==> src/shared/sac_pkg.sv <==
package sac_pkg;
  // ---------------------------------------------------------------
  // register byte offsets
  // ---------------------------------------------------------------
  localparam logic [7:0] OFS_CTRL0  = 8'h00;
  localparam logic [7:0] OFS_CTRL1  = 8'h04;
  localparam logic [7:0] OFS_CTRL2  = 8'h08;
  localparam logic [7:0] OFS_RES_HI = 8'h0c;
  localparam logic [7:0] OFS_RES_LO = 8'h10;
  localparam logic [7:0] OFS_STAT   = 8'h14;
  // ---------------------------------------------------------------
  // field positions
  // ---------------------------------------------------------------
  localparam int CH_LSB    = 2;
  localparam int GO_BIT    = 1;
  localparam int ON_BIT    = 0;
  localparam int NREF_BIT  = 5;
  localparam int PREF_BIT  = 4;
  localparam int JUST_BIT  = 7;
  localparam int ACQ_LSB   = 3;
  localparam int DONE_BIT  = 0;
  // ---------------------------------------------------------------
  // reset values and codes
  // ---------------------------------------------------------------
  localparam logic [3:0] PCFG_FUSE1 = 4'h0;
  localparam logic [3:0] PCFG_FUSE0 = 4'h7;
  localparam logic [3:0] CH_LAST    = 4'ha;
  localparam logic [3:0] PCFG_TOP   = 4'hf;
  localparam logic [9:0] FULL_SCALE = 10'h3ff;
  localparam logic [9:0] SAR_MSB    = 10'h200;
  localparam logic [3:0] CONV_TADS  = 4'hb;
  localparam logic [1:0] RESP_OK    = 2'h0;
  localparam logic [1:0] RESP_ERR   = 2'h2;
  // ---------------------------------------------------------------
  // timing
  // ---------------------------------------------------------------
  localparam int CLK_NS     = 4;
  localparam int TCY_OSC    = 4;
  localparam int TCY_CYC    = TCY_OSC;
  localparam int RC_TAD_NS  = 1200;
  localparam int RC_TAD_CYC = RC_TAD_NS / CLK_NS;
endpackage : sac_pkg

==> src/rtl/sac_tad_gen.sv <==
`timescale 1ns/1ps
module sac_tad_gen (
  input  wire logic       aclk,
  input  wire logic       aresetn,
  input  wire logic       run,
  input  wire logic [2:0] clk_sel,
  input  wire logic       sleep_mode,
  output logic            tad_tick
);
  // ---------------------------------------------------------------
  // period select
  // ---------------------------------------------------------------
  logic [15:0] cnt_reg;
  logic [15:0] dly_reg;
  logic [15:0] period;
  wire         is_rc = (clk_sel[1:0] == 2'h3);
  wire         clk_ok = is_rc || !sleep_mode;
  wire         cnt_wrap = (cnt_reg == period - 16'h1);

  always_comb begin
    case (clk_sel)
      3'h0:    period = 16'h2;
      3'h1:    period = 16'h8;
      3'h2:    period = 16'h20;
      3'h4:    period = 16'h4;
      3'h5:    period = 16'h10;
      3'h6:    period = 16'h40;
      default: period = 16'(sac_pkg::RC_TAD_CYC);
    endcase
  end

  // ---------------------------------------------------------------
  // counters
  // ---------------------------------------------------------------
  always_ff @(posedge aclk) begin
    if (!aresetn || !run) begin
      cnt_reg  <= 16'h0;
      dly_reg  <= is_rc && aresetn ? 16'(sac_pkg::TCY_CYC) : 16'h0;
      tad_tick <= 1'b0;
    end else if (dly_reg != 16'h0) begin
      dly_reg  <= dly_reg - 16'h1;
      tad_tick <= 1'b0;
    end else if (clk_ok) begin
      cnt_reg  <= cnt_wrap ? 16'h0 : cnt_reg + 16'h1;
      tad_tick <= cnt_wrap;
    end else begin
      tad_tick <= 1'b0;
    end
  end

  rc_delay_a: assert property (@(posedge aclk) disable iff (!aresetn)
    $rose(run) && is_rc |-> !tad_tick [*5])
    else $error("rc clock started without delay");
endmodule : sac_tad_gen

==> src/rtl/sac_ctrl.sv <==
// The implementer's own choices: register access over AXI4-Lite and the register offsets.
`timescale 1ns/1ps
// Summary of operation
// - ctrl0 bits 5..2 pick channel; codes 0..10 inputs, 11..15 unused.
// - unimplemented channel converts to full-scale result.
// - status bit 1 reads one while converting, zero when idle.
// - bit 0 of ctrl0 turns converter on or off.
// - ctrl1 bit 5 picks external negative reference or analog ground.
// - ctrl1 bit 4 picks external positive reference or analog supply.
// - pin codes 0..4 all analog; each higher code digitises from input 10.
// - reset loads pin config 0 if fuse set, 7 if fuse clear.
// - ctrl2 bit 7 selects right or left justified result.
// - acquisition codes give 0,2,4,6,8,12,16,20 conversion clock periods.
// - clock codes pick system clock /2,/8,/32,/4,/16,/64 or RC.
// - RC clock starts one instruction cycle after start.
// - only RC clock keeps converting in sleep; software picks it.
// - sample-hold output converted by successive-approximation search.
// - reset restores control and status registers, turns module off, aborts conversion.
// - end of conversion loads result, clears status, sets done flag.
// - result registers keep contents across reset.
// - nonzero acquisition time samples that long after start, then converts
// - unimplemented control bits read zero and ignore writes.
// - a conversion takes eleven conversion clock periods.
// - after conversion the selected channel is sampled again.
module sac_ctrl #(
  parameter logic [10:0] CHAN_PRESENT = 11'h7ff
) (
  input  wire logic        aclk,
  input  wire logic        aresetn,
  input  wire logic [7:0]  s_axi_awaddr,
  input  wire logic        s_axi_awvalid,
  output logic             s_axi_awready,
  input  wire logic [31:0] s_axi_wdata,
  input  wire logic [3:0]  s_axi_wstrb,
  input  wire logic        s_axi_wvalid,
  output logic             s_axi_wready,
  output logic [1:0]       s_axi_bresp,
  output logic             s_axi_bvalid,
  input  wire logic        s_axi_bready,
  input  wire logic [7:0]  s_axi_araddr,
  input  wire logic        s_axi_arvalid,
  output logic             s_axi_arready,
  output logic [31:0]      s_axi_rdata,
  output logic [1:0]       s_axi_rresp,
  output logic             s_axi_rvalid,
  input  wire logic        s_axi_rready,
  input  wire logic        analog_default_fuse,
  input  wire logic        sleep_mode,
  input  wire logic        cmp_in,
  output logic [3:0]       input_channel_select,
  output logic             negative_reference_select,
  output logic             positive_reference_select,
  output logic [10:0]      pin_analog_mask,
  output logic             sample_enable,
  output logic [9:0]       dac_code,
  output logic             conversion_done_flag
);
  // ---------------------------------------------------------------
  // state and registers
  // ---------------------------------------------------------------
  typedef enum logic [1:0] {ST_IDLE, ST_ACQ, ST_CONV} sac_state_e;

  sac_state_e  state_reg;
  sac_state_e  state_next;
  logic        converter_on;
  logic [1:0]  ref_sel_reg;
  logic [3:0]  pin_analog_config;
  logic        result_justify;
  logic [2:0]  acquisition_time_select;
  logic [2:0]  conversion_clock_select;
  logic [9:0]  result_reg;
  logic [9:0]  sar_reg;
  logic [9:0]  mask_reg;
  logic [4:0]  acq_left_reg;
  logic [3:0]  tad_cnt_reg;
  logic        aw_got_reg;
  logic        w_got_reg;
  logic [7:0]  aw_addr_reg;
  logic [31:0] w_data_reg;
  logic        w_lane0_reg;
  logic        tad_tick;
  logic [4:0]  acq_tads;

  // ---------------------------------------------------------------
  // write decode
  // ---------------------------------------------------------------
  wire       aw_now   = s_axi_awvalid && s_axi_awready;
  wire       w_now    = s_axi_wvalid && s_axi_wready;
  wire       have_aw  = aw_got_reg || aw_now;
  wire       have_w   = w_got_reg || w_now;
  wire       wr_do    = have_aw && have_w && !s_axi_bvalid;
  wire [7:0] wr_addr  = aw_got_reg ? aw_addr_reg : s_axi_awaddr;
  wire [7:0] wr_byte  = w_got_reg ? w_data_reg[7:0] : s_axi_wdata[7:0];
  wire       wr_lane0 = w_got_reg ? w_lane0_reg : s_axi_wstrb[0];
  wire       wr_en    = wr_do && wr_lane0;
  wire       wr_ctrl0 = wr_en && (wr_addr == sac_pkg::OFS_CTRL0);
  wire       wr_ctrl1 = wr_en && (wr_addr == sac_pkg::OFS_CTRL1);
  wire       wr_ctrl2 = wr_en && (wr_addr == sac_pkg::OFS_CTRL2);
  wire       wr_stat  = wr_en && (wr_addr == sac_pkg::OFS_STAT);
  wire       wr_known = (wr_addr == sac_pkg::OFS_CTRL0) ||
                        (wr_addr == sac_pkg::OFS_CTRL1) ||
                        (wr_addr == sac_pkg::OFS_CTRL2) ||
                        (wr_addr == sac_pkg::OFS_RES_HI) ||
                        (wr_addr == sac_pkg::OFS_RES_LO) ||
                        (wr_addr == sac_pkg::OFS_STAT);

  // ---------------------------------------------------------------
  // conversion control decode
  // ---------------------------------------------------------------
  wire       on_next   = wr_ctrl0 ? wr_byte[sac_pkg::ON_BIT] : converter_on;
  wire       go_write  = wr_ctrl0 && wr_byte[sac_pkg::GO_BIT];
  wire       start     = go_write && on_next && (state_reg == ST_IDLE);
  wire       abort     = !on_next ||
                         (wr_ctrl0 && !wr_byte[sac_pkg::GO_BIT]);
  wire       busy      = (state_reg != ST_IDLE);
  wire       conv_tick = (state_reg == ST_CONV) && tad_tick;
  wire       conv_last = conv_tick &&
                         (tad_cnt_reg == sac_pkg::CONV_TADS - 4'h1);
  wire       done      = conv_last && !abort;
  wire       decide    = conv_tick && (tad_cnt_reg != 4'h0);
  wire       ch_valid  = (input_channel_select <= sac_pkg::CH_LAST) &&
                         CHAN_PRESENT[input_channel_select];
  wire [9:0] sar_dec   = cmp_in ? sar_reg : (sar_reg & ~mask_reg);
  wire [9:0] conv_val  = ch_valid ? sar_dec : sac_pkg::FULL_SCALE;

  always_comb begin
    case (acquisition_time_select)
      3'h0:    acq_tads = 5'd0;
      3'h1:    acq_tads = 5'd2;
      3'h2:    acq_tads = 5'd4;
      3'h3:    acq_tads = 5'd6;
      3'h4:    acq_tads = 5'd8;
      3'h5:    acq_tads = 5'd12;
      3'h6:    acq_tads = 5'd16;
      default: acq_tads = 5'd20;
    endcase
  end

  always_comb begin
    state_next = state_reg;
    case (state_reg)
      ST_IDLE: begin
        if (start) begin
          state_next = (acq_tads == 5'd0) ? ST_CONV : ST_ACQ;
        end
      end
      ST_ACQ: begin
        if (tad_tick && acq_left_reg == 5'd1) begin
          state_next = ST_CONV;
        end
      end
      ST_CONV: begin
        if (conv_last) begin
          state_next = ST_IDLE;
        end
      end
      default: state_next = ST_IDLE;
    endcase
    if (abort) begin
      state_next = ST_IDLE;
    end
  end

  // ---------------------------------------------------------------
  // conversion clock
  // ---------------------------------------------------------------
  sac_tad_gen u_tad (
    .aclk       (aclk),
    .aresetn    (aresetn),
    .run        (busy),
    .clk_sel    (conversion_clock_select),
    .sleep_mode (sleep_mode),
    .tad_tick   (tad_tick)
  );

  // ---------------------------------------------------------------
  // control registers
  // ---------------------------------------------------------------
  always_ff @(posedge aclk) begin
    if (!aresetn) begin
      converter_on            <= 1'b0;
      input_channel_select    <= 4'h0;
      ref_sel_reg             <= 2'h0;
      pin_analog_config       <= analog_default_fuse ?
                                 sac_pkg::PCFG_FUSE1 :
                                 sac_pkg::PCFG_FUSE0;
      result_justify          <= 1'b0;
      acquisition_time_select <= 3'h0;
      conversion_clock_select <= 3'h0;
    end else begin
      if (wr_ctrl0) begin
        converter_on         <= wr_byte[sac_pkg::ON_BIT];
        input_channel_select <= wr_byte[sac_pkg::CH_LSB +: 4];
      end
      if (wr_ctrl1) begin
        ref_sel_reg       <= wr_byte[sac_pkg::PREF_BIT +: 2];
        pin_analog_config <= wr_byte[3:0];
      end
      if (wr_ctrl2) begin
        result_justify          <= wr_byte[sac_pkg::JUST_BIT];
        acquisition_time_select <= wr_byte[sac_pkg::ACQ_LSB +: 3];
        conversion_clock_select <= wr_byte[2:0];
      end
    end
  end

  assign negative_reference_select = ref_sel_reg[1];
  assign positive_reference_select = ref_sel_reg[0];

  // ---------------------------------------------------------------
  // pin configuration per input
  // ---------------------------------------------------------------
  genvar gi;
  generate
    for (gi = 0; gi < 11; gi++) begin : g_pin
      always_ff @(posedge aclk) begin
        pin_analog_mask[gi] <= (5'(gi) <
          (5'(sac_pkg::PCFG_TOP) - 5'(pin_analog_config)));
      end
    end
  endgenerate

  // ---------------------------------------------------------------
  // sequencer and successive approximation
  // ---------------------------------------------------------------
  always_ff @(posedge aclk) begin
    if (!aresetn) begin
      state_reg            <= ST_IDLE;
      acq_left_reg         <= 5'd0;
      tad_cnt_reg          <= 4'h0;
      sar_reg              <= sac_pkg::SAR_MSB;
      mask_reg             <= sac_pkg::SAR_MSB;
      sample_enable        <= 1'b0;
      conversion_done_flag <= 1'b0;
    end else begin
      state_reg     <= state_next;
      sample_enable <= on_next && (state_next != ST_CONV);
      if (start) begin
        acq_left_reg <= acq_tads;
      end else if (tad_tick && state_reg == ST_ACQ) begin
        acq_left_reg <= acq_left_reg - 5'd1;
      end
      if (state_reg != ST_CONV) begin
        tad_cnt_reg <= 4'h0;
        sar_reg     <= sac_pkg::SAR_MSB;
        mask_reg    <= sac_pkg::SAR_MSB;
      end else if (conv_tick) begin
        tad_cnt_reg <= tad_cnt_reg + 4'h1;
        if (decide) begin
          sar_reg  <= sar_dec | (mask_reg >> 1);
          mask_reg <= mask_reg >> 1;
        end
      end
      if (done) begin
        conversion_done_flag <= 1'b1;
      end else if (wr_stat && wr_byte[sac_pkg::DONE_BIT]) begin
        conversion_done_flag <= 1'b0;
      end
    end
  end

  assign dac_code = sar_reg;

  // no reset: contents survive reset
  always_ff @(posedge aclk) begin
    if (done) begin
      result_reg <= conv_val;
    end
  end

  // ---------------------------------------------------------------
  // read decode
  // ---------------------------------------------------------------
  wire [7:0] res_hi  = result_justify ? {6'h0, result_reg[9:8]} :
                       result_reg[9:2];
  wire [7:0] res_lo  = result_justify ? result_reg[7:0] :
                       {result_reg[1:0], 6'h0};
  wire [7:0] rd_ctrl0 = {2'h0, input_channel_select, busy,
                         converter_on};
  wire [7:0] rd_ctrl1 = {2'h0, ref_sel_reg, pin_analog_config};
  wire [7:0] rd_ctrl2 = {result_justify, 1'b0, acquisition_time_select,
                         conversion_clock_select};
  logic [7:0] rd_byte;
  logic       rd_known;

  always_comb begin
    rd_known = 1'b1;
    case (s_axi_araddr)
      sac_pkg::OFS_CTRL0:  rd_byte = rd_ctrl0;
      sac_pkg::OFS_CTRL1:  rd_byte = rd_ctrl1;
      sac_pkg::OFS_CTRL2:  rd_byte = rd_ctrl2;
      sac_pkg::OFS_RES_HI: rd_byte = res_hi;
      sac_pkg::OFS_RES_LO: rd_byte = res_lo;
      sac_pkg::OFS_STAT:   rd_byte = {7'h0, conversion_done_flag};
      default: begin
        rd_byte  = 8'h0;
        rd_known = 1'b0;
      end
    endcase
  end

  // ---------------------------------------------------------------
  // bus slave
  // ---------------------------------------------------------------
  always_ff @(posedge aclk) begin
    if (!aresetn) begin
      aw_got_reg    <= 1'b0;
      w_got_reg     <= 1'b0;
      aw_addr_reg   <= 8'h0;
      w_data_reg    <= 32'h0;
      w_lane0_reg   <= 1'b0;
      s_axi_awready <= 1'b0;
      s_axi_wready  <= 1'b0;
      s_axi_bvalid  <= 1'b0;
      s_axi_bresp   <= sac_pkg::RESP_OK;
      s_axi_arready <= 1'b0;
      s_axi_rvalid  <= 1'b0;
      s_axi_rdata   <= 32'h0;
      s_axi_rresp   <= sac_pkg::RESP_OK;
    end else begin
      if (aw_now) begin
        aw_addr_reg <= s_axi_awaddr;
      end
      if (w_now) begin
        w_data_reg  <= s_axi_wdata;
        w_lane0_reg <= s_axi_wstrb[0];
      end
      aw_got_reg    <= have_aw && !wr_do;
      w_got_reg     <= have_w && !wr_do;
      s_axi_awready <= !have_aw && !s_axi_awready && !s_axi_bvalid;
      s_axi_wready  <= !have_w && !s_axi_wready && !s_axi_bvalid;
      if (wr_do) begin
        s_axi_bvalid <= 1'b1;
        s_axi_bresp  <= wr_known ? sac_pkg::RESP_OK : sac_pkg::RESP_ERR;
      end else if (s_axi_bready) begin
        s_axi_bvalid <= 1'b0;
      end
      s_axi_arready <= !s_axi_arready && !s_axi_rvalid && s_axi_arvalid;
      if (s_axi_arvalid && s_axi_arready) begin
        s_axi_rvalid <= 1'b1;
        s_axi_rdata  <= {24'h0, rd_byte};
        s_axi_rresp  <= rd_known ? sac_pkg::RESP_OK : sac_pkg::RESP_ERR;
      end else if (s_axi_rready) begin
        s_axi_rvalid <= 1'b0;
      end
    end
  end

  // ---------------------------------------------------------------
  // checks
  // ---------------------------------------------------------------
  logic [4:0] tick_seen;
  always_ff @(posedge aclk) begin
    if (!aresetn || state_reg != ST_CONV) begin
      tick_seen <= 5'd0;
    end else if (tad_tick) begin
      tick_seen <= tick_seen + 5'd1;
    end
  end

  conv_length_a: assert property (@(posedge aclk)
    disable iff (!aresetn)
    done |-> tick_seen == 5'd10)
    else $error("conversion not eleven periods");

  done_effects_a: assert property (@(posedge aclk)
    disable iff (!aresetn)
    done |=> conversion_done_flag && !busy && result_reg == $past(conv_val))
    else $error("end of conversion effects missing");

  status_busy_a: assert property (@(posedge aclk)
    disable iff (!aresetn)
    start |=> rd_ctrl0[sac_pkg::GO_BIT])
    else $error("status bit not set after start");

  off_abort_a: assert property (@(posedge aclk)
    disable iff (!aresetn)
    !converter_on |-> !busy && !sample_enable)
    else $error("converter active while off");

  reset_off_a: assert property (@(posedge aclk)
    !aresetn |=> state_reg == ST_IDLE && !converter_on)
    else $error("reset did not stop converter");

  acq_wait_a: assert property (@(posedge aclk)
    disable iff (!aresetn)
    start && acq_tads != 5'd0 |=> state_reg == ST_ACQ [*2])
    else $error("conversion began before acquisition");

  full_scale_a: assert property (@(posedge aclk)
    disable iff (!aresetn)
    done && !ch_valid |=> result_reg == sac_pkg::FULL_SCALE)
    else $error("unimplemented channel not full scale");

  unimpl_zero_a: assert property (@(posedge aclk)
    disable iff (!aresetn)
    s_axi_rvalid |-> s_axi_rdata[31:8] == 24'h0 &&
      (rd_ctrl0[7:6] == 2'h0) && rd_ctrl2[6] == 1'b0)
    else $error("unimplemented bits not zero");

  resample_a: assert property (@(posedge aclk)
    disable iff (!aresetn)
    done && converter_on && !abort |=> ##1 sample_enable)
    else $error("sampling not resumed");
endmodule : sac_ctrl

==> config.mk <==
export PLATFORM = sky130hd
export DESIGN_NAME = sac_ctrl
export DESIGN_NICKNAME = d
export VERILOG_FILES = /design/src/shared/sac_pkg.sv /design/src/rtl/sac_tad_gen.sv /design/src/rtl/sac_ctrl.sv
export SDC_FILE = /design/constraint.sdc
export NUM_CORES = 1
export LEC_CHECK = 0
export CORE_UTILIZATION = 55
export CTS_CLUSTER_SIZE = 28
export DETAILED_ROUTE_END_ITERATION = 8
export DONT_BUFFER_PORTS = 1
export GPL_ROUTABILITY_DRIVEN = 0
export GPL_TIMING_DRIVEN = 0
export PLACE_DENSITY = 0.7
export SYNTH_ARGS = -nofsm -noshare
export SYNTH_HDL_FRONTEND = slang
export SYNTH_SLANG_ARGS = --single-unit
==> constraint.sdc <==
create_clock -name aclk -period 2.62 [get_ports aclk]
set_input_delay 0.524 -clock aclk [delete_from_list [all_inputs] [get_ports aclk]]
set_output_delay 0.524 -clock aclk [all_outputs]
set_load 0.01 [all_outputs]
==> flow_summary.yaml, run 1 <==
status:
  run_status: "finished with violations"
  violations: "design-rule violations"
timing:
  fmax_ghz: 0.394
  final_hold_viol_count: 0
  timing.final.crit_share_pct: 96.8
  fin_crit_ns: 2.54
  finalSetupViolations: 0
  fin_worst_setup_slack_ns: 0.0840
  finalMaxSlewViolations: 0
  tightestPinTransition_ns: 0.821
  maxSlewHeadroom_pct: 44.8
  final.setup_skew_ns: 0.00659
clock_tree:
  clock_network_latency_to_the_later_pin_of_the_worst_skew_pair_ns: 0.42
  numClockSinks: 138
  htree_levels: 4
  clkTransAtPathRegs_ns: 0.06
  tritoncts: "yes"
  cts_inserted_buffers: 17
  cts_root_buffer: "sky130_fd_sc_hd__clkbuf_16"
  cts.hold.buffers_added: 0
  cts_buffer_depth: 2
synth:
  ys_ff_latch: 138
  yosysSeqAreaShare_pct: 46.5
  postSynth.topFlopCell: "sky130_fd_sc_hd__dfxtp_1"
  synthCells: 727
  synth-async-reset-ratio_pct: 0
  avgSynthCellArea_um2: 9.07
  synth_edf_count: 30
  synth_cell_type_count: 71
  yosysWarnings: 0
  syn-cell-area_um2: 6590
routing:
  detail_route.wirelength_um: 15000
  drtPass1Iterations: 7
  detail_route.drc_violations: 7
  vias_per_cell: 5.65
  drtIter0Drc: 370
  wl_per_cell_um: 16.2
  detailroute.via_count: 5255
  postRouteAntennaNets: 0
worst_setup_path:
  worstRegToRegCells: 6
  worst_setup_path_start_kind: "flop"
  worst_setup_path_end_kind: "flop"
  maximum_fanout_along_the_worst_path: 4
  worstPathArrival_ns: 2.70
  worstPathRequired_ns: 2.78
  crit_type: "reg -> reg"
final_layout:
  antenna_cells_inserted: 0
  fill_cells: 933
  multi_input_area_um2: 3240
  nNetsFinal: 849
  drive_gt1_share_pct: 11.8
  synthToLayoutAreaGrowth_pct: 13.7
  fin_area_um2: 7500
  ff_latch_area_um2: 3060
die:
  core_um2: 11600
  io_pins: 132
  design.die.area_um2: 12400
  fp.dieH_um: 111
  effective_utilization_at_floorplan_pct: 57.0
  die_w_um: 111
  placementRows: 39
global_route:
  grtUsageTotal_pct: 25.0
  grt_pass1_vias: 5058
  grt_start_max_net_pins: 17
  antenna_found_initial: 1
  globalRoute.totalOverflow: 0
  first_pass_grt_wire_length_um: 24400
power:
  power.density_cell_area_nw_per_um2: 637
  power.total_w: 0.00477
  p_seq_share_pct: 47.3
  power_frac_clock_pct: 47.3
  total_switching_power_w: 0.00108
  switching_share_pct: 22.7
  ir_drop_uv: 500
  static-leakage-power_nw: 2.99
  p_comb_share_pct: 5.4
  power_report.internal_total_w: 0.00369
run:
  max_cap_violations: 0
placement:
  postPlaceCellArea_um2: 6870
  detailedPlacementHpwl_um: 10900
  port_buffers: 0
  dp_worst_setup_slack_ns: -0.274
worst_hold_path:
  min_delay_path_depth: 2
  hold_wc_path_type: "in -> reg"
## routing by layer
layer,GRT usage (%),wire length [µm],up-vias
met5,0,0,-
met4,9.19,322,0
met3,7.89,1090,33
met2,42.8,7330,177
met1,29.3,6280,2462
li1,-,-,2583
## layout make-up
type / instances / area share (%)
buffer: 58 / 4.41
clock buffer: 18 / 5.72
clock inverter: 14 / 1.75
inverter: 27 / 1.35
multi-input combinational: 529 / 43.2
sequential: 138 / 40.9
tap: 143 / 2.39
timing repair buffer: 3 / 0.300
## Yosys cell counts (4+ instances only)
cell	instances	area, µm²
sky130_fd_sc_hd__and4_1	4	35.0
sky130_fd_sc_hd__mux2_2	8	90.1
sky130_fd_sc_hd__ha_1	13	163
sky130_fd_sc_hd__nand4_1	10	62.6
sky130_fd_sc_hd__nor4_1	8	50.1
sky130_fd_sc_hd__edfxtp_1	30	901
sky130_fd_sc_hd__inv_1	26	97.6
sky130_fd_sc_hd__nand3_1	21	105
sky130_fd_sc_hd__a211oi_1	6	45.0
sky130_fd_sc_hd__or3_1	5	31.3
sky130_fd_sc_hd__nor2_1	71	267
sky130_fd_sc_hd__xor2_1	27	236
sky130_fd_sc_hd__a21oi_1	57	285
sky130_fd_sc_hd__nand2b_1	6	37.5
sky130_fd_sc_hd__dfxtp_1	108	2160
sky130_fd_sc_hd__clkbuf_1	23	86.3
sky130_fd_sc_hd__xnor2_1	14	123
sky130_fd_sc_hd__and3_1	8	50.1
sky130_fd_sc_hd__nand2_1	95	357
sky130_fd_sc_hd__o21ai_0	35	175
sky130_fd_sc_hd__buf_4	29	218
sky130_fd_sc_hd__mux2i_1	22	220
sky130_fd_sc_hd__and2_1	9	56.3
sky130_fd_sc_hd__nor3_1	12	60.1
sky130_fd_sc_hd__nor2b_1	7	43.8
## logic make-up (layout without fill, tap and decap cells)
logic type	Yosys count	after routing	share of synthesized area [%]
AOI/OAI and AO/OA	136	136	12.5
xor gates and xnor gates	41	41	5.45
adders and majority gates	13	13	2.47
buffers and inverters	85	120	6.55
DFF	138	138	46.5
muxes	31	31	5.05
other	1	26	0.0569
and+or+nand+nor	282	282	21.4
## path summary, 6_finish.rpt
check / start / endpoint / slack [ns]
worst max-delay path: u_tad.dly_reg[3] / u_tad.dly_reg[15] / 0.08
worst min-delay path: s_axi_wdata[7] / w_data_reg[7] / 0.23
worst max register to register: u_tad.dly_reg[3] / u_tad.dly_reg[15] / 0.08
worst min register to register: w_lane0_reg / w_lane0_reg / 0.46
## layout by cell type (no fill, tap or decap), drive strengths merged, types with 4 or more instances in the layout
master	count
clkbuf	41
nor2b	7
dfxtp	108
nor3	12
ha	13
o21ai	38
inv	26
and2	10
and3	8
and4	4
nand2	95
or3	6
conb	26
or4	4
clkinv	9
buf	38
mux2i	22
nor2	72
a21oi	57
xnor2	14
mux2	8
a211oi	6
nand4	12
nand3	21
nand2b	6
edfxtp	30
clkinvlp	4
xor2	27
nor4	9
or2	5
## power by group through the flow
stage,Clock [W],Sequential (W),Combinational (W)
detailed placement,0,0.00230,0.000246
global route,0.00238,0.00226,0.000283
CTS,0.00229,0.00225,0.000248
global placement,0,0.00230,0.000241
finish,0.00226,0.00226,0.000259
floorplan,0,0.00229,0.000199
## worst max-delay path: stages, from the launching register on
cell and delay, ns:
sky130_fd_sc_hd__edfxtp_1 0.43, sky130_fd_sc_hd__or3_4 0.45, sky130_fd_sc_hd__or4_4 0.45, sky130_fd_sc_hd__or4_4 0.47
sky130_fd_sc_hd__nor4b_4 0.28, sky130_fd_sc_hd__xnor2_1 0.17, sky130_fd_sc_hd__nor2_2 0.04
## metrics by stage
stage | util, % | TNS, ns | hold slack [ns] | instances
6_report | 64.8 | 0 | 0.233 | 930
2_1_floorplan | - | 0 | 0.428 | 752
3_3_place_gp | 59.4 | -2.41 | 0.438 | 895
5_1_grt | 64.8 | -0.0344 | 0.237 | 930
4_1_cts | 64.2 | 0 | 0.225 | 927
3_5_place_dp | 59.4 | -2.92 | 0.447 | 895
## timing repair
| item | in CTS | in global routing |
|---|---|---|
| setup endpoints to repair | 11 | 39 |
| pin swaps | 0 | 1 |
| resized for setup | 1 | 8 |
| setup buffers | 0 | 3 |
(Power assumes the default switching activity.)
==> run 2: changes to the inputs <==
--- a/config.mk
+++ b/config.mk
@@ -11,6 +11,7 @@
 export DONT_BUFFER_PORTS = 1
 export GPL_ROUTABILITY_DRIVEN = 0
 export GPL_TIMING_DRIVEN = 0
+export MAX_ROUTING_LAYER = met4
 export PLACE_DENSITY = 0.7
 export SYNTH_ARGS = -nofsm -noshare
 export SYNTH_HDL_FRONTEND = slang
==> flow_summary.yaml, run 2 (synthesis results as in run 1) <==
global_route:
  antenna_found_initial: 1
  groute.layer.met3.usage_pct: 7.78
  grt.met1_usage_pct: 29.5
  grt_pass1_vias: 5074
  globalRoute.totalOverflow: 0
  global_routing_s_busiest_layer: "met2"
  globalRouteMet2Util_pct: 42.8
  grt_start_max_net_pins: 17
  grtUsageTotal_pct: 25.8
  first_pass_grt_wire_length_um: 24400
status:
  violations: "design-rule violations"
  run_status: "finished with violations"
worst_setup_path:
  r2r_setup_slack_ns: 0.08
  slowest_delay_ns: 0.47
  worst_setup_path_end_kind: "flop"
  rr_endpoint: "u_tad.dly_reg[15]"
  critical_path.slowest_cell: "sky130_fd_sc_hd__or4_4"
  worst_setup_path_start_kind: "flop"
  worstPathRequired_ns: 2.78
  worstRegToRegCells: 6
  crit_chain: "or3_4 > or4_4 > or4_4 > nor4b_4 > xnor2_1 > nor2_2"
  maximum_fanout_along_the_worst_path: 4
  critical-path-top-delay-family: "simple AND/OR/NAND/NOR gates"
  crit_path_frequent_cell: "sky130_fd_sc_hd__or4_4"
  crit_type: "reg -> reg"
  worstPathArrival_ns: 2.70
  worstPathBufferInverterCount: 0
  rr_startpoint: "u_tad.dly_reg[3]"
die:
  placementRows: 39
  core_um2: 11600
  effective_utilization_at_floorplan_pct: 57.0
  design.die.area_um2: 12400
  fp.dieH_um: 111
  die_w_um: 111
  io_pins: 132
final_layout:
  multi_input_area_um2: 3240
  ff_latch_area_um2: 3060
  fin_area_um2: 7500
  drive_gt1_share_pct: 11.8
  synthToLayoutAreaGrowth_pct: 13.8
  fill_cells: 933
  layout_commonest_cell: "sky130_fd_sc_hd__dfxtp_1"
  nNetsFinal: 849
  final_cell_mix: "sky130_fd_sc_hd__dfxtp_1, sky130_fd_sc_hd__nand2_1, sky130_fd_sc_hd__nor2_1, sky130_fd_sc_hd__a21oi_1, sky130_fd_sc_hd__o21ai_0"
  finish.utilization_pct: 64.8
placement:
  detailedPlacementHpwl_um: 10900
  port_buffers: 0
  dp_worst_setup_slack_ns: -0.274
  postPlaceCellArea_um2: 6870
routing:
  drtIter0Drc: 408
  detailroute.via_count: 5269
  drtPass1Iterations: 7
  postRouteAntennaNets: 0
  detail_route.drc_violations: 7
  vias_per_cell: 5.66
  wl_per_cell_um: 16.1
  detail_route.wirelength_um: 15000
timing:
  fmax_ghz: 0.393
  final.setup_skew_ns: 0.0158
  finalSetupViolations: 0
  fin_worst_setup_slack_ns: 0.0781
  maxSlewHeadroom_pct: 43.6
  finalMaxSlewViolations: 0
  tightestPinTransition_ns: 0.840
  timing.final.crit_share_pct: 97.0
  final_hold_viol_count: 0
  fin_crit_ns: 2.54
power:
  ir_drop_uv: 499
  static-leakage-power_nw: 2.99
  power.density_cell_area_nw_per_um2: 636
  total_switching_power_w: 0.00107
  power_report.internal_total_w: 0.00369
  power_frac_clock_pct: 47.2
  switching_share_pct: 22.5
  p_seq_share_pct: 47.3
  power.total_w: 0.00477
  p_comb_share_pct: 5.4
clock_tree:
  cts_buffer_depth: 2
  cts.hold.buffers_added: 0
  clkTransAtPathRegs_ns: 0.06
  numClockSinks: 138
  htree_levels: 4
  tritoncts: "yes"
  clock_network_latency_to_the_later_pin_of_the_worst_skew_pair_ns: 0.43
  cts_inserted_buffers: 17
  cts_root_buffer: "sky130_fd_sc_hd__clkbuf_16"
run:
  max_cap_violations: 0
worst_hold_path:
  hold_wc_path_type: "in -> reg"
  min_delay_path_depth: 2
  hold-path-endpoint: "w_data_reg[7]"
  hold_path_startpoint: "s_axi_wdata[7]"
[run 2: changes by cell type in the layout (fill, tap and decap cells not counted)]
| cell | change |
|---|---|
| sky130_fd_sc_hd__diode_2 | +1 |
[run 2: area by class of cell]
| type | instances | area share, % |
|---|---|---|
| clock buffers | 18 | 5.72 |
| diodes | 1 | 0.0334 |
| well taps | 143 | 2.39 |
| inverters | 27 | 1.35 |
| plain buffers | 58 | 4.40 |
| multi-input cells | 529 | 43.2 |
| clock inverters | 14 | 1.75 |
| repair buffers | 3 | 0.300 |
| flip-flops and latches | 138 | 40.9 |
[run 2: power by group through the flow]
stage,logic (W),registers [W],clock network [W]
finish,0.000259,0.00226,0.00225
global route,0.000283,0.00226,0.00238
global placement,0.000241,0.00230,0
CTS,0.000248,0.00225,0.00229
floorplan,0.000199,0.00229,0
detailed placement,0.000246,0.00230,0
[run 2: timing repair]
action                                 CTS  global route
buffers inserted                         0             3
resized for setup                        1             8
setup endpoints to repair               11            39
endpoints found under the hold margin    0             0
pin swaps                                0             1
[run 2: layer usage]
metal / share of wire (%) / up-vias / routed length [µm]
li1: - / 2591 / -
met1: 43 / 2474 / 6380
met2: 49 / 177 / 7280
met3: 7.1 / 27 / 1060
met4: 1.7 / 0 / 261
met5: 0 / - / 0
[run 2: how the worst max path moves through the flow]
stage,from,to,slack (ns),depth (start not counted)
final,u_tad.dly_reg[3],u_tad.dly_reg[15],0.08,6
after CTS,u_tad.dly_reg[3],u_tad.cnt_reg[15],0.02,8
after detailed placement,s_axi_awvalid,result_reg[1],-0.27,6
after global routing,conversion_clock_select[1],u_tad.cnt_reg[14],-0.01,9
after floorplan,u_tad.dly_reg[3],u_tad.dly_reg[15],0.20,6
after global placement,s_axi_awvalid,result_reg[1],-0.23,6
[run 2: stage by stage]
| stage | setup TNS [ns] | hold WS, ns | instances |
|---|---|---|---|
| 3_3_place_gp | -2.41 | 0.438 | 895 |
| 2_1_floorplan | 0 | 0.428 | 752 |
| 4_1_cts | 0 | 0.225 | 927 |
| 6_report | 0 | 0.228 | 931 |
| 5_1_grt | -0.0379 | 0.236 | 931 |
| 3_5_place_dp | -2.92 | 0.447 | 895 |
==> run 3: changes to the inputs <==
--- a/config.mk
+++ b/config.mk
@@ -13,6 +13,7 @@
 export GPL_TIMING_DRIVEN = 0
 export MAX_ROUTING_LAYER = met4
 export PLACE_DENSITY = 0.7
+export SETUP_SLACK_MARGIN = 0.3
 export SYNTH_ARGS = -nofsm -noshare
 export SYNTH_HDL_FRONTEND = slang
 export SYNTH_SLANG_ARGS = --single-unit
==> flow_summary.yaml, run 3 (synthesis results as in run 1) <==
final_layout:
  fill_cells: 942
  antenna_cells_inserted: 0
  layout_commonest_cell: "sky130_fd_sc_hd__dfxtp_1"
  synthToLayoutAreaGrowth_pct: 19.6
  final_cell_mix: "sky130_fd_sc_hd__dfxtp_1, sky130_fd_sc_hd__nand2_1, sky130_fd_sc_hd__nor2_1, sky130_fd_sc_hd__a21oi_1, sky130_fd_sc_hd__buf_4"
  nNetsFinal: 875
  drive_gt1_share_pct: 17.0
worst_hold_path:
  min_delay_path_depth: 2
  hold_wc_path_type: "in -> reg"
clock_tree:
  clkTransAtPathRegs_ns: 0.06
  tritoncts: "yes"
  cts_buffer_depth: 2
  clock_network_latency_to_the_later_pin_of_the_worst_skew_pair_ns: 0.43
  htree_levels: 4
  numClockSinks: 138
  cts.hold.buffers_added: 0
  cts_inserted_buffers: 17
  cts_root_buffer: "sky130_fd_sc_hd__clkbuf_16"
routing:
  detailroute.via_count: 5392
  vias_per_cell: 5.65
  drtPass1Iterations: 8
  postRouteAntennaNets: 0
  detail_route.drc_violations: 8
  drtIter0Drc: 368
  wl_per_cell_um: 16.7
  detail_route.wirelength_um: 15900
power:
  power.total_w: 0.00498
  static-leakage-power_nw: 3.20
  ir_drop_uv: 429
  power.density_cell_area_nw_per_um2: 632
timing:
  timing.final.crit_share_pct: 91.9
  tightestPinTransition_ns: 0.680
  final.setup_skew_ns: 0.00663
  maxSlewHeadroom_pct: 54.2
  rsz0062_at_grt: "yes"
  setup_tns_ns: 0
  finalSetupViolations: 0
  final_hold_viol_count: 0
  fmax_ghz: 0.415
  finalMaxSlewViolations: 0
  fin_crit_ns: 2.41
die:
  fp.dieH_um: 111
  design.die.area_um2: 12400
  io_pins: 132
  die_w_um: 111
  effective_utilization_at_floorplan_pct: 57.0
  core_um2: 11600
  placementRows: 39
status:
  violations: "design-rule violations"
  run_status: "finished with violations"
placement:
  port_buffers: 0
  detailedPlacementHpwl_um: 11000
global_route:
  grt_start_max_net_pins: 17
  antenna_found_initial: 0
  grtUsageTotal_pct: 27.1
  first_pass_grt_wire_length_um: 25700
  grt_pass1_vias: 5265
  globalRoute.totalOverflow: 0
run:
  max_cap_violations: 0
worst_setup_path:
  worst_setup_path_end_kind: "flop"
  worstPathArrival_ns: 2.57
  worstRegToRegCells: 6
  worst_setup_path_start_kind: "flop"
  crit_type: "reg -> reg"
  maximum_fanout_along_the_worst_path: 3
  worstPathRequired_ns: 2.79
-- run 3: changes by cell type in the layout (fill, tap and decap cells not counted), sizes merged --
cell	change
buf	+25
clkbuf	+8
clkinv	-5
clkinvlp	-3
diode	-1
-- run 3: critical path, stage by stage, from the launching register on --
cell,delay [ns]
sky130_fd_sc_hd__edfxtp_1,0.40
sky130_fd_sc_hd__or3_4,0.39
sky130_fd_sc_hd__or4_4,0.43
sky130_fd_sc_hd__or4_4,0.46
sky130_fd_sc_hd__nor4b_4,0.28
sky130_fd_sc_hd__xnor2_2,0.16
sky130_fd_sc_hd__nor2_2,0.04
-- run 3: area by class of cell --
cell class | instances | area (µm²) | area share [%]
well taps | 143 | 179 | 2.27
inverters | 27 | 101 | 1.29
multi-input cells | 529 | 3350 | 42.5
flip-flops and latches | 138 | 3070 | 38.9
plain buffers | 58 | 357 | 4.52
clock inverters | 6 | 86.3 | 1.10
clock buffers | 25 | 517 | 6.56
repair buffers | 29 | 225 | 2.86
-- run 3: path summary, 6_finish.rpt --
| path | to | start | slack, ns |
|---|---|---|---|
| setup / recovery | u_tad.dly_reg[15] | u_tad.dly_reg[4] | 0.21 |
| hold reg to reg | w_data_reg[2] | w_data_reg[2] | 0.46 |
| setup reg to reg | u_tad.dly_reg[15] | u_tad.dly_reg[4] | 0.21 |
| hold / removal | w_data_reg[7] | s_axi_wdata[7] | 0.23 |
-- run 3: where the power goes --
part           leakage, nW  total [W]  switching [W]  internal (W)
clock network        0.294    0.00243       0.000877       0.00155
registers             1.19    0.00226      0.0000482       0.00221
logic                 1.72   0.000292       0.000169      0.000123
-- run 3: what timing repair did --
item                                    CTS  global route
cloned                                    1             1
endpoints found under the setup margin   48            49
gates resized for setup                  20            21
pin swaps                                 5            10
buffers inserted                         17            10
-- run 3: stage by stage --
stage	hold WS (ns)	utilization (%)	instance area [µm²]	setup WS [ns]	cells
6_report	0.232	68.2	7880	0.211	955
5_1_grt	0.225	68.2	7880	0.139	955
4_1_cts	0.223	66.7	7710	0.213	944
3_5_place_dp	0.447	59.4	6870	-0.0150	895
3_3_place_gp	0.438	59.4	6870	0.0440	895
2_1_floorplan	0.428	-	6690	0.197	752
-- run 3: metal layers --
layer  wire [µm]  share of wire, %  track usage [%]
met1        6520                41             30.6
met2        7910                50             44.9
met3        1180               7.4             8.76
met4         302               1.9             10.3
met5           0                 0                -
